File: src/logic/scmc_pkg.sv
// shared constants and types for the system clock mode control block
package scmc_pkg;

  // register indices; byte address is four times the index
  localparam int ADDR_W = 10;
  localparam logic [7:0] IDX_MISC = 8'h10;
  localparam logic [7:0] IDX_PRE12 = 8'h20;
  localparam logic [7:0] IDX_T1 = 8'h21;
  localparam logic [7:0] IDX_CPUM = 8'h3B;

  // processor mode register fields
  localparam int CPUM_SPD_LSB = 6;
  localparam int CPUM_MAIN_STOP = 5;
  localparam int CPUM_SUB_EN = 4;
  localparam logic [7:0] CPUM_RST = 8'h40;
  localparam logic [7:0] CPUM_WMASK = 8'hF0;

  // misc register fields
  localparam int MISC_STAB_KEEP = 0;
  localparam int MISC_CS_SUB = 1;
  localparam int MISC_STATE_LSB = 2;
  localparam logic [7:0] MISC_RST = 8'h00;
  localparam logic [7:0] MISC_WMASK = 8'h03;

  // stabilisation timer reset and stop preset values
  localparam logic [7:0] PRE12_RST = 8'hFF;
  localparam logic [7:0] T1_RST = 8'h01;
  localparam logic [7:0] PRE12_STOP = 8'hFF;
  localparam logic [7:0] T1_STOP = 8'h01;

  // division: middle speed divides the main input by 8, others by 2
  localparam int MID_DIV = 8;
  localparam int FAST_DIV = 2;
  localparam logic [1:0] MID_HALF = 2'(MID_DIV / 2 - 1);
  localparam logic [1:0] FAST_HALF = 2'(FAST_DIV / 2 - 1);

  // low-voltage flash variant puts the regulator in low power in stop
  localparam logic LV_VARIANT = 1'b1;

  // bus responses
  localparam logic [1:0] RESP_OKAY = 2'b00;
  localparam logic [1:0] RESP_SLVERR = 2'b10;

  typedef enum logic [1:0] {
    SPD_HIGH = 2'b00,
    SPD_MID = 2'b01,
    SPD_LOW = 2'b10
  } scmc_speed_t;

  typedef enum logic [1:0] {
    ST_RUN = 2'b00,
    ST_WAIT = 2'b01,
    ST_STOP = 2'b10,
    ST_RECOVER = 2'b11
  } scmc_state_t;

  typedef enum logic [2:0] {
    SEL_NONE = 3'b000,
    SEL_CPUM = 3'b001,
    SEL_MISC = 3'b010,
    SEL_PRE = 3'b011,
    SEL_T1 = 3'b100
  } scmc_sel_t;

  // decode a byte address into a register selection
  function automatic scmc_sel_t reg_decode(input logic [ADDR_W-1:0] addr);
    scmc_sel_t sel;
    sel = SEL_NONE;
    if (addr[1:0] == 2'h0)
    begin
      case (addr[ADDR_W-1:2])
        IDX_CPUM: sel = SEL_CPUM;
        IDX_MISC: sel = SEL_MISC;
        IDX_PRE12: sel = SEL_PRE;
        IDX_T1: sel = SEL_T1;
        default: sel = SEL_NONE;
      endcase
    end
    return sel;
  endfunction : reg_decode

endpackage : scmc_pkg

File: src/logic/scmc_clock_ctrl.sv
// system clock mode control with stop and wait states, AXI4-Lite registers
//
// Operation
// - middle speed: main input divided by 8
// - reset release selects middle speed
// - high speed: half the main input
// - low speed: half the sub input
// - power on: main only, sub pins ports
// - main stop bit halts main oscillator
// - stop: clock high, both oscillators halted
// - preset bit 0: load FF and 01
// - preset bit 1: keep software timer values
// - release: prescaler feeds timer 1, counting
// - interrupt restarts; clock waits for underflow
// - regulator low power during stop
// - wait: clock high, resumes on interrupt
//
// Design decisions made here: register access over AXI4-Lite and the address map.
`timescale 1ns/10ps
module scmc_clock_ctrl (
  // clock and reset
  input wire logic aclk,
  input wire logic aresetn,
  // axi write address
  input wire logic [scmc_pkg::ADDR_W-1:0] s_axi_awaddr,
  input wire logic [2:0] s_axi_awprot,
  input wire logic s_axi_awvalid,
  output logic s_axi_awready,
  // axi write data
  input wire logic [31:0] s_axi_wdata,
  input wire logic [3:0] s_axi_wstrb,
  input wire logic s_axi_wvalid,
  output logic s_axi_wready,
  // axi write response
  output logic [1:0] s_axi_bresp,
  output logic s_axi_bvalid,
  input wire logic s_axi_bready,
  // axi read address
  input wire logic [scmc_pkg::ADDR_W-1:0] s_axi_araddr,
  input wire logic [2:0] s_axi_arprot,
  input wire logic s_axi_arvalid,
  output logic s_axi_arready,
  // axi read data
  output logic [31:0] s_axi_rdata,
  output logic [1:0] s_axi_rresp,
  output logic s_axi_rvalid,
  input wire logic s_axi_rready,
  // processor side
  input wire logic stop_instruction,
  input wire logic wait_instruction,
  input wire logic ext_irq,
  input wire logic irq_accept,
  // oscillator pins
  input wire logic main_osc_in,
  input wire logic sub_osc_in,
  output logic main_osc_out,
  output logic sub_osc_out,
  output logic main_osc_en,
  output logic sub_osc_en,
  output logic sub_port_mode,
  // system clock and power
  output logic phi,
  output logic phi_rise,
  output logic reg_low_power,
  output logic [1:0] clk_state
);

  scmc_pkg::scmc_state_t state_q;
  logic [7:0] cpum_q;
  logic [7:0] misc_q;
  logic cs_sub_q;
  logic main_in_q;
  logic sub_in_q;
  logic main_out_q;
  logic sub_out_q;
  logic lowpwr_q;
  logic main_on;
  logic sub_on;
  logic main_tick;
  logic sub_tick;
  logic src_tick;
  logic stop_entry;
  logic preset;
  logic t1_uf;
  logic [7:0] pre_cnt;
  logic [7:0] t1_cnt;

  // axi state
  logic aw_full_q;
  logic w_full_q;
  logic [scmc_pkg::ADDR_W-1:0] aw_addr_q;
  logic [7:0] w_data_q;
  logic w_strb_q;
  logic bvalid_q;
  logic [1:0] bresp_q;
  logic rvalid_q;
  logic [31:0] rdata_q;
  logic [1:0] rresp_q;
  logic wr_go;
  logic wr_en;
  scmc_pkg::scmc_sel_t wr_sel;
  scmc_pkg::scmc_sel_t rd_sel;
  logic [7:0] rd_val;
  logic load_pre;
  logic load_t1;
  logic [7:0] pre_val;
  logic [7:0] t1_val;

  // oscillator control and tick detection
  always_comb
  begin
    main_on = !cpum_q[scmc_pkg::CPUM_MAIN_STOP] &&
      state_q != scmc_pkg::ST_STOP;
    sub_on = cpum_q[scmc_pkg::CPUM_SUB_EN] &&
      state_q != scmc_pkg::ST_STOP;
    main_tick = main_on && main_osc_in && !main_in_q;
    sub_tick = sub_on && sub_osc_in && !sub_in_q;
    src_tick = cs_sub_q ? sub_tick : main_tick;
    stop_entry = state_q == scmc_pkg::ST_RUN && stop_instruction;
    preset = stop_entry && !misc_q[scmc_pkg::MISC_STAB_KEEP];
  end

  always_ff @(posedge aclk)
  begin
    if (!aresetn)
    begin
      main_in_q <= 1'b0;
      sub_in_q <= 1'b0;
      main_out_q <= 1'b0;
      sub_out_q <= 1'b0;
    end
    else
    begin
      main_in_q <= main_osc_in;
      sub_in_q <= sub_osc_in;
      main_out_q <= main_on && !main_osc_in;
      sub_out_q <= sub_on && !sub_osc_in;
    end
  end

  // low-power state machine
  always_ff @(posedge aclk)
  begin
    if (!aresetn)
    begin
      state_q <= scmc_pkg::ST_RUN;
    end
    else
    begin
      case (state_q)
        scmc_pkg::ST_RUN:
        begin
          if (stop_instruction)
          begin
            state_q <= scmc_pkg::ST_STOP;
          end
          else if (wait_instruction)
          begin
            state_q <= scmc_pkg::ST_WAIT;
          end
        end
        scmc_pkg::ST_WAIT:
        begin
          if (irq_accept)
          begin
            state_q <= scmc_pkg::ST_RUN;
          end
        end
        scmc_pkg::ST_STOP:
        begin
          if (ext_irq)
          begin
            state_q <= scmc_pkg::ST_RECOVER;
          end
        end
        scmc_pkg::ST_RECOVER:
        begin
          if (t1_uf)
          begin
            state_q <= scmc_pkg::ST_RUN;
          end
        end
        default: state_q <= scmc_pkg::ST_RUN;
      endcase
    end
  end

  // count source latched at stop entry
  always_ff @(posedge aclk)
  begin
    if (!aresetn)
    begin
      cs_sub_q <= 1'b0;
    end
    else if (stop_entry)
    begin
      cs_sub_q <= misc_q[scmc_pkg::MISC_CS_SUB];
    end
  end

  // regulator power mode
  always_ff @(posedge aclk)
  begin
    if (!aresetn)
    begin
      lowpwr_q <= 1'b0;
    end
    else if (stop_entry)
    begin
      lowpwr_q <= scmc_pkg::LV_VARIANT;
    end
    else if (state_q == scmc_pkg::ST_STOP && ext_irq)
    begin
      lowpwr_q <= 1'b0;
    end
  end

  // timer loads from stop preset or software
  always_comb
  begin
    wr_en = wr_go && w_strb_q;
    load_pre = preset || (wr_en && wr_sel == scmc_pkg::SEL_PRE);
    load_t1 = preset || (wr_en && wr_sel == scmc_pkg::SEL_T1);
    pre_val = preset ? scmc_pkg::PRE12_STOP : w_data_q;
    t1_val = preset ? scmc_pkg::T1_STOP : w_data_q;
  end

  scmc_stab_timer u_timer (
    .aclk(aclk),
    .aresetn(aresetn),
    .run(state_q == scmc_pkg::ST_RECOVER),
    .src_tick(src_tick),
    .load_pre(load_pre),
    .load_t1(load_t1),
    .pre_val(pre_val),
    .t1_val(t1_val),
    .pre_cnt(pre_cnt),
    .t1_cnt(t1_cnt),
    .underflow(t1_uf)
  );

  scmc_phi_gen u_phi (
    .aclk(aclk),
    .aresetn(aresetn),
    .main_tick(main_tick),
    .sub_tick(sub_tick),
    .speed(scmc_pkg::scmc_speed_t'(cpum_q[scmc_pkg::CPUM_SPD_LSB +: 2])),
    .hold_high(state_q != scmc_pkg::ST_RUN || stop_instruction ||
      wait_instruction),
    .phi(phi),
    .phi_rise(phi_rise)
  );

  // write channel capture
  always_ff @(posedge aclk)
  begin
    if (!aresetn)
    begin
      aw_full_q <= 1'b0;
      aw_addr_q <= '0;
    end
    else if (s_axi_awvalid && s_axi_awready)
    begin
      aw_full_q <= 1'b1;
      aw_addr_q <= s_axi_awaddr;
    end
    else if (wr_go)
    begin
      aw_full_q <= 1'b0;
    end
  end

  always_ff @(posedge aclk)
  begin
    if (!aresetn)
    begin
      w_full_q <= 1'b0;
      w_data_q <= 8'h00;
      w_strb_q <= 1'b0;
    end
    else if (s_axi_wvalid && s_axi_wready)
    begin
      w_full_q <= 1'b1;
      w_data_q <= s_axi_wdata[7:0];
      w_strb_q <= s_axi_wstrb[0];
    end
    else if (wr_go)
    begin
      w_full_q <= 1'b0;
    end
  end

  always_comb
  begin
    wr_go = aw_full_q && w_full_q && !bvalid_q;
    wr_sel = scmc_pkg::reg_decode(aw_addr_q);
    rd_sel = scmc_pkg::reg_decode(s_axi_araddr);
    case (rd_sel)
      scmc_pkg::SEL_CPUM: rd_val = cpum_q;
      scmc_pkg::SEL_MISC: rd_val = {4'h0, state_q, misc_q[1:0]};
      scmc_pkg::SEL_PRE: rd_val = pre_cnt;
      scmc_pkg::SEL_T1: rd_val = t1_cnt;
      default: rd_val = 8'h00;
    endcase
  end

  // write response
  always_ff @(posedge aclk)
  begin
    if (!aresetn)
    begin
      bvalid_q <= 1'b0;
      bresp_q <= scmc_pkg::RESP_OKAY;
    end
    else if (wr_go)
    begin
      bvalid_q <= 1'b1;
      bresp_q <= (wr_sel == scmc_pkg::SEL_NONE) ?
        scmc_pkg::RESP_SLVERR : scmc_pkg::RESP_OKAY;
    end
    else if (s_axi_bready)
    begin
      bvalid_q <= 1'b0;
    end
  end

  // control registers
  always_ff @(posedge aclk)
  begin
    if (!aresetn)
    begin
      cpum_q <= scmc_pkg::CPUM_RST;
      misc_q <= scmc_pkg::MISC_RST;
    end
    else if (wr_en && wr_sel == scmc_pkg::SEL_CPUM)
    begin
      cpum_q <= w_data_q & scmc_pkg::CPUM_WMASK;
    end
    else if (wr_en && wr_sel == scmc_pkg::SEL_MISC)
    begin
      misc_q <= w_data_q & scmc_pkg::MISC_WMASK;
    end
  end

  // read channel
  always_ff @(posedge aclk)
  begin
    if (!aresetn)
    begin
      rvalid_q <= 1'b0;
      rdata_q <= 32'h0000_0000;
      rresp_q <= scmc_pkg::RESP_OKAY;
    end
    else if (s_axi_arvalid && !rvalid_q)
    begin
      rvalid_q <= 1'b1;
      rdata_q <= {24'h00_0000, rd_val};
      rresp_q <= (rd_sel == scmc_pkg::SEL_NONE) ?
        scmc_pkg::RESP_SLVERR : scmc_pkg::RESP_OKAY;
    end
    else if (s_axi_rready)
    begin
      rvalid_q <= 1'b0;
    end
  end

  assign s_axi_awready = !aw_full_q && !bvalid_q;
  assign s_axi_wready = !w_full_q && !bvalid_q;
  assign s_axi_bvalid = bvalid_q;
  assign s_axi_bresp = bresp_q;
  assign s_axi_arready = !rvalid_q;
  assign s_axi_rvalid = rvalid_q;
  assign s_axi_rdata = rdata_q;
  assign s_axi_rresp = rresp_q;
  assign main_osc_out = main_out_q;
  assign sub_osc_out = sub_out_q;
  assign main_osc_en = main_on;
  assign sub_osc_en = sub_on;
  // sub pins are ports when sub off
  assign sub_port_mode = !cpum_q[scmc_pkg::CPUM_SUB_EN];
  assign reg_low_power = lowpwr_q;
  assign clk_state = state_q;

endmodule : scmc_clock_ctrl

File: src/logic/scmc_phi_gen.sv
// system clock divider with glitch-free source and ratio switching
`timescale 1ns/10ps
module scmc_phi_gen (
  // clock and reset
  input wire logic aclk,
  input wire logic aresetn,
  // source ticks
  input wire logic main_tick,
  input wire logic sub_tick,
  // control
  input wire scmc_pkg::scmc_speed_t speed,
  input wire logic hold_high,
  // system clock
  output logic phi,
  output logic phi_rise
);

  scmc_pkg::scmc_speed_t act_q;
  logic [1:0] cnt_q;
  logic phi_q;
  logic tick;
  logic [1:0] half;
  logic flip;

  always_comb
  begin
    tick = (act_q == scmc_pkg::SPD_LOW) ? sub_tick : main_tick;
    half = (act_q == scmc_pkg::SPD_HIGH || act_q == scmc_pkg::SPD_LOW) ?
      scmc_pkg::FAST_HALF : scmc_pkg::MID_HALF;
    flip = tick && (cnt_q == half) && !hold_high;
  end

  always_ff @(posedge aclk)
  begin
    if (!aresetn)
    begin
      act_q <= scmc_pkg::SPD_MID;
      cnt_q <= 2'h0;
      phi_q <= 1'b1;
    end
    else if (hold_high)
    begin
      phi_q <= 1'b1;
      cnt_q <= 2'h0;
    end
    else if (tick)
    begin
      if (flip)
      begin
        cnt_q <= 2'h0;
        phi_q <= ~phi_q;
        if (!phi_q)
        begin
          act_q <= speed;
        end
      end
      else
      begin
        cnt_q <= cnt_q + 2'h1;
      end
    end
  end

  assign phi = phi_q;
  assign phi_rise = flip && !phi_q;

endmodule : scmc_phi_gen

File: src/logic/scmc_stab_timer.sv
// prescaler 12 chained into timer 1 for the stop release delay
`timescale 1ns/10ps
module scmc_stab_timer (
  // clock and reset
  input wire logic aclk,
  input wire logic aresetn,
  // counting
  input wire logic run,
  input wire logic src_tick,
  // loads
  input wire logic load_pre,
  input wire logic load_t1,
  input wire logic [7:0] pre_val,
  input wire logic [7:0] t1_val,
  // state
  output logic [7:0] pre_cnt,
  output logic [7:0] t1_cnt,
  output logic underflow
);

  logic [7:0] pre_lat_q;
  logic [7:0] pre_q;
  logic [7:0] t1_lat_q;
  logic [7:0] t1_q;
  logic uf_q;

  always_ff @(posedge aclk)
  begin
    if (!aresetn)
    begin
      pre_lat_q <= scmc_pkg::PRE12_RST;
      pre_q <= scmc_pkg::PRE12_RST;
    end
    else if (load_pre)
    begin
      pre_lat_q <= pre_val;
      pre_q <= pre_val;
    end
    else if (run && src_tick)
    begin
      pre_q <= (pre_q == 8'h00) ? pre_lat_q : pre_q - 8'h01;
    end
  end

  always_ff @(posedge aclk)
  begin
    if (!aresetn)
    begin
      t1_lat_q <= scmc_pkg::T1_RST;
      t1_q <= scmc_pkg::T1_RST;
      uf_q <= 1'b0;
    end
    else
    begin
      uf_q <= 1'b0;
      if (load_t1)
      begin
        t1_lat_q <= t1_val;
        t1_q <= t1_val;
      end
      else if (run && src_tick && pre_q == 8'h00)
      begin
        if (t1_q == 8'h00)
        begin
          t1_q <= t1_lat_q;
          uf_q <= 1'b1;
        end
        else
        begin
          t1_q <= t1_q - 8'h01;
        end
      end
    end
  end

  assign pre_cnt = pre_q;
  assign t1_cnt = t1_q;
  assign underflow = uf_q;

endmodule : scmc_stab_timer
File: config.mk
export PLATFORM = sky130hd
export DESIGN_NAME = scmc_clock_ctrl
export DESIGN_NICKNAME = d
export VERILOG_FILES = /design/src/logic/scmc_pkg.sv /design/src/logic/scmc_clock_ctrl.sv /design/src/logic/scmc_phi_gen.sv /design/src/logic/scmc_stab_timer.sv
export SDC_FILE = /design/constraint.sdc
export NUM_CORES = 1
export LEC_CHECK = 0
export BUFFER_PORTS_ARGS = -buffer_cell sky130_fd_sc_hd__buf_2
export CORE_ASPECT_RATIO = 0.75
export CORE_UTILIZATION = 56
export CTS_CLUSTER_DIAMETER = 50
export DETAILED_ROUTE_END_ITERATION = 12
export PLACE_DENSITY = 0.92
export SLEW_MARGIN = 30
export SYNTH_ARGS = -nofsm -noshare
export SYNTH_HDL_FRONTEND = slang
export SYNTH_SLANG_ARGS = --single-unit
File: constraint.sdc
create_clock -name aclk -period 4.8 [get_ports aclk]
set_input_delay 0.48 -clock aclk [delete_from_list [all_inputs] [get_ports aclk]]
set_output_delay 0.48 -clock aclk [all_outputs]
set_load 0.01 [all_outputs]
==> flow_summary.toml <==
[finish]
nNetsFinal = 667
area_delta_synth_final_pct = 11.1
diodes = 0
stdcell_count = 694
utilization = 0.645
drive_gt1_frac = 0.164
final_cell_area_um2 = 4770

[synthesis]
async_flop_share = 0
ys_ff_latch = 85
synthCells = 532
ys.flop_type = "dfxtp_1"
synthesis.area_um2 = 4300
yosys.cell_types.count = 64
syn_area_per_cell_um2 = 8.07
yosysWarnings = 0
synth_edf_count = 0
yosysSeqAreaShare = 0.396

[setup_path]
required_ps = 5110
cp_top_family = "simple AND/OR/NAND/NOR gates"
crit_path_start_kind = "register"
worst-setup-path-type = "reg -> reg"
max_stage_delay_ps = 520
crit_path_end_kind = "register"
cp_max_fo = 8
cp_cell_sequence = "inv_1 -> ha_1 -> or3b_2 -> or2_0 -> nor3_4 -> or2b_4 -> o221a_2"
arrival_ps = 3020
crit_path_top_delay_cell = "or3b_2"
timing.critical_path.buf_inv = 1

[sta]
slew_headroom = 0.316
worst_pin_slew_ps = 1010
rsz0062_at_grt = "no"
timing.final.ws_setup_ps = 2090
clock_skew_ps = 14.2
max_clock_freq_mhz = 369
maxSlewViolCount = 0
hold_slack_ps = 297
setup_violations = 0
period_share = 0.564
fin_setup_tns_ps = 0
hold_viol = 0
min_period_ps = 2710

[clock_tree]
cts_buffer_depth = 2
htreeDepth = 3
cts_tree = "done"
cts_sinks = 85
numCtsBuffers = 9
post_cts_buffers = 0
root_buffer = "clkbuf_8"
cts.clk_slew.worst_paths_ps = 90
cts_resized = 0
hold_buffers = 0
clkLatencyLatePin_ps = 360

[global_route]
grt_max_degree = 44
grt_pass1_vias = 3748
grt_overflow = 0
grt_usage = 0.282
antenna_found_initial = 0
grt_pass1_wl_um = 17500

[floorplanning]
dieArea_um2 = 8030
die_h_um = 77.8
die_x_um = 103
io-pin-count = 126
start_util = 0.581
design.core.area_um2 = 7400
rows = 27

[power]
ir_drop_v = 0.000188
power.density_nw_per_um2 = 318
leakage_nw = 2.02
total_power_mw = 1.52

[outcome]
status = "completed"

[job]
cap_violations = 0

[place]
preCtsSetupSlack_ps = 2210
portBuffers = 66
post_dp_cell_area_um2 = 4580
placedCellCount = 678
routabilityCongestion = 0.940
dp_hpwl_um = 8070

[drt]
routed_wl_um = 11000
vias_per_cell = 5.99
drc_errors = 0
dr.pass1.iters = 5
vias = 4154
wl_per_cell_um = 15.8
final_antenna_net_count = 0
first_iter_violations = 379

[min_path]
hold_class = "in -> reg"
==> path summary, 6_finish.rpt <==
| path | startpoint | to | slack, ps | depth (start not counted) |
|---|---|---|---|---|
| setup / recovery | u_timer.pre_cnt[0]$_SDFFE_PN1P_ | u_timer.t1_cnt[7]$_SDFFE_PN0P_ | 2090 | 7 |
| hold / removal | s_axi_rready | s_axi_rvalid$_SDFFE_PN0P_ | 300 | 2 |
| setup reg to reg | u_timer.pre_cnt[0]$_SDFFE_PN1P_ | u_timer.t1_cnt[7]$_SDFFE_PN0P_ | 2090 | 7 |
| hold reg to reg | u_timer.pre_lat_q[4]$_SDFFE_PN1P_ | u_timer.pre_lat_q[4]$_SDFFE_PN1P_ | 460 | 2 |
==> sequential cells by signal, indices dropped and copies added (netlist names), 2 cells and up <==
register	flops
cpum_q	4
u_timer.t1_lat_q	8
u_phi.cnt_q	2
u_timer.pre_cnt	8
s_axi_rdata	8
w_data_q	8
u_timer.pre_lat_q	8
aw_addr_q	10
misc_q	2
u_phi.act_q	2
u_timer.t1_cnt	8
clk_state	2
==> worst reg2reg max path, delay by kind of cell (launching register included) <==
kind | cells | cell delay [ps]
AND/OR/NAND/NOR | 4 | 1740
flip-flops | 1 | 390
adder cells (fa/ha/maj) | 1 | 220
AO/OA/AOI/OAI | 1 | 190
buffers and inverters | 1 | 120
==> routing by layer <==
| metal | track usage | wire length, um | vias up | part of all wire |
|---|---|---|---|---|
| met4 | 0.0817 | 208 | 0 | 0.019 |
| met3 | 0.0838 | 1200 | 31 | 0.11 |
| met5 | 0 | 0 | - | 0 |
| met2 | 0.455 | 4920 | 233 | 0.45 |
| li1 | - | - | 1977 | - |
| met1 | 0.362 | 4640 | 1913 | 0.42 |
==> area by class of cell <==
class	instances	area [um2]
well taps	101	126
inverters	18	67.6
repair buffers	67	338
fillers	627	2630
clock buffers	9	124
multi-input cells	407	2340
flip-flops and latches	85	1700
clock inverters	7	72.6
==> power breakdown <==
group	total, mW	leakage (nW)	switching [mW]	internal, mW
clock network	0.506	0.0960	0.264	0.242
registers	0.786	0.694	0.0497	0.737
logic	0.228	1.23	0.136	0.0915
==> layout by cell type (no fill, tap or decap), types with 6 or more instances in the layout <==
cell type | netlist | final
nor2b_1 | 6 | 6
a21oi_1 | 41 | 41
dfxtp_1 | 85 | 85
clkbuf_8 | 0 | 9
nor2_1 | 46 | 46
nor3_1 | 9 | 9
and2_1 | 8 | 8
a22oi_1 | 10 | 10
inv_1 | 17 | 17
o21ai_0 | 18 | 18
xnor2_1 | 7 | 7
o31ai_1 | 8 | 8
nand2b_1 | 7 | 7
mux2i_1 | 12 | 12
nand3_1 | 16 | 16
o211ai_1 | 6 | 6
a31oi_1 | 7 | 7
buf_2 | 4 | 66
nand2_1 | 87 | 87
nor4_1 | 9 | 8
conb_1 | 1 | 26
a211oi_1 | 10 | 10
==> cell families (layout without fill, tap and decap cells) <==
| family | Yosys count | count (layout) | synth area share |
|---|---|---|---|
| XOR/XNOR | 8 | 8 | 0.0163 |
| adder cells (fa/ha/maj) | 4 | 4 | 0.0117 |
| buffers and inverters | 65 | 101 | 0.0816 |
| flip-flops | 85 | 85 | 0.396 |
| AND/OR/NAND/NOR | 224 | 224 | 0.259 |
| AO/OA/AOI/OAI | 132 | 132 | 0.204 |
| other | 1 | 26 | 0.000873 |
| multiplexers | 13 | 13 | 0.0306 |
==> Yosys cell counts, types with 10 or more instances <==
master	n	area share
clkbuf_1	16	0.014
a22oi_1	10	0.017
dfxtp_1	85	0.40
nor2_1	46	0.040
o21ai_0	18	0.021
a211oi_1	10	0.017
mux2i_1	12	0.028
nand3_1	16	0.019
nand2_1	87	0.076
a21oi_1	41	0.048
inv_1	17	0.015
buf_4	27	0.047
No activity file was read; power rests on OpenSTA's default activity.
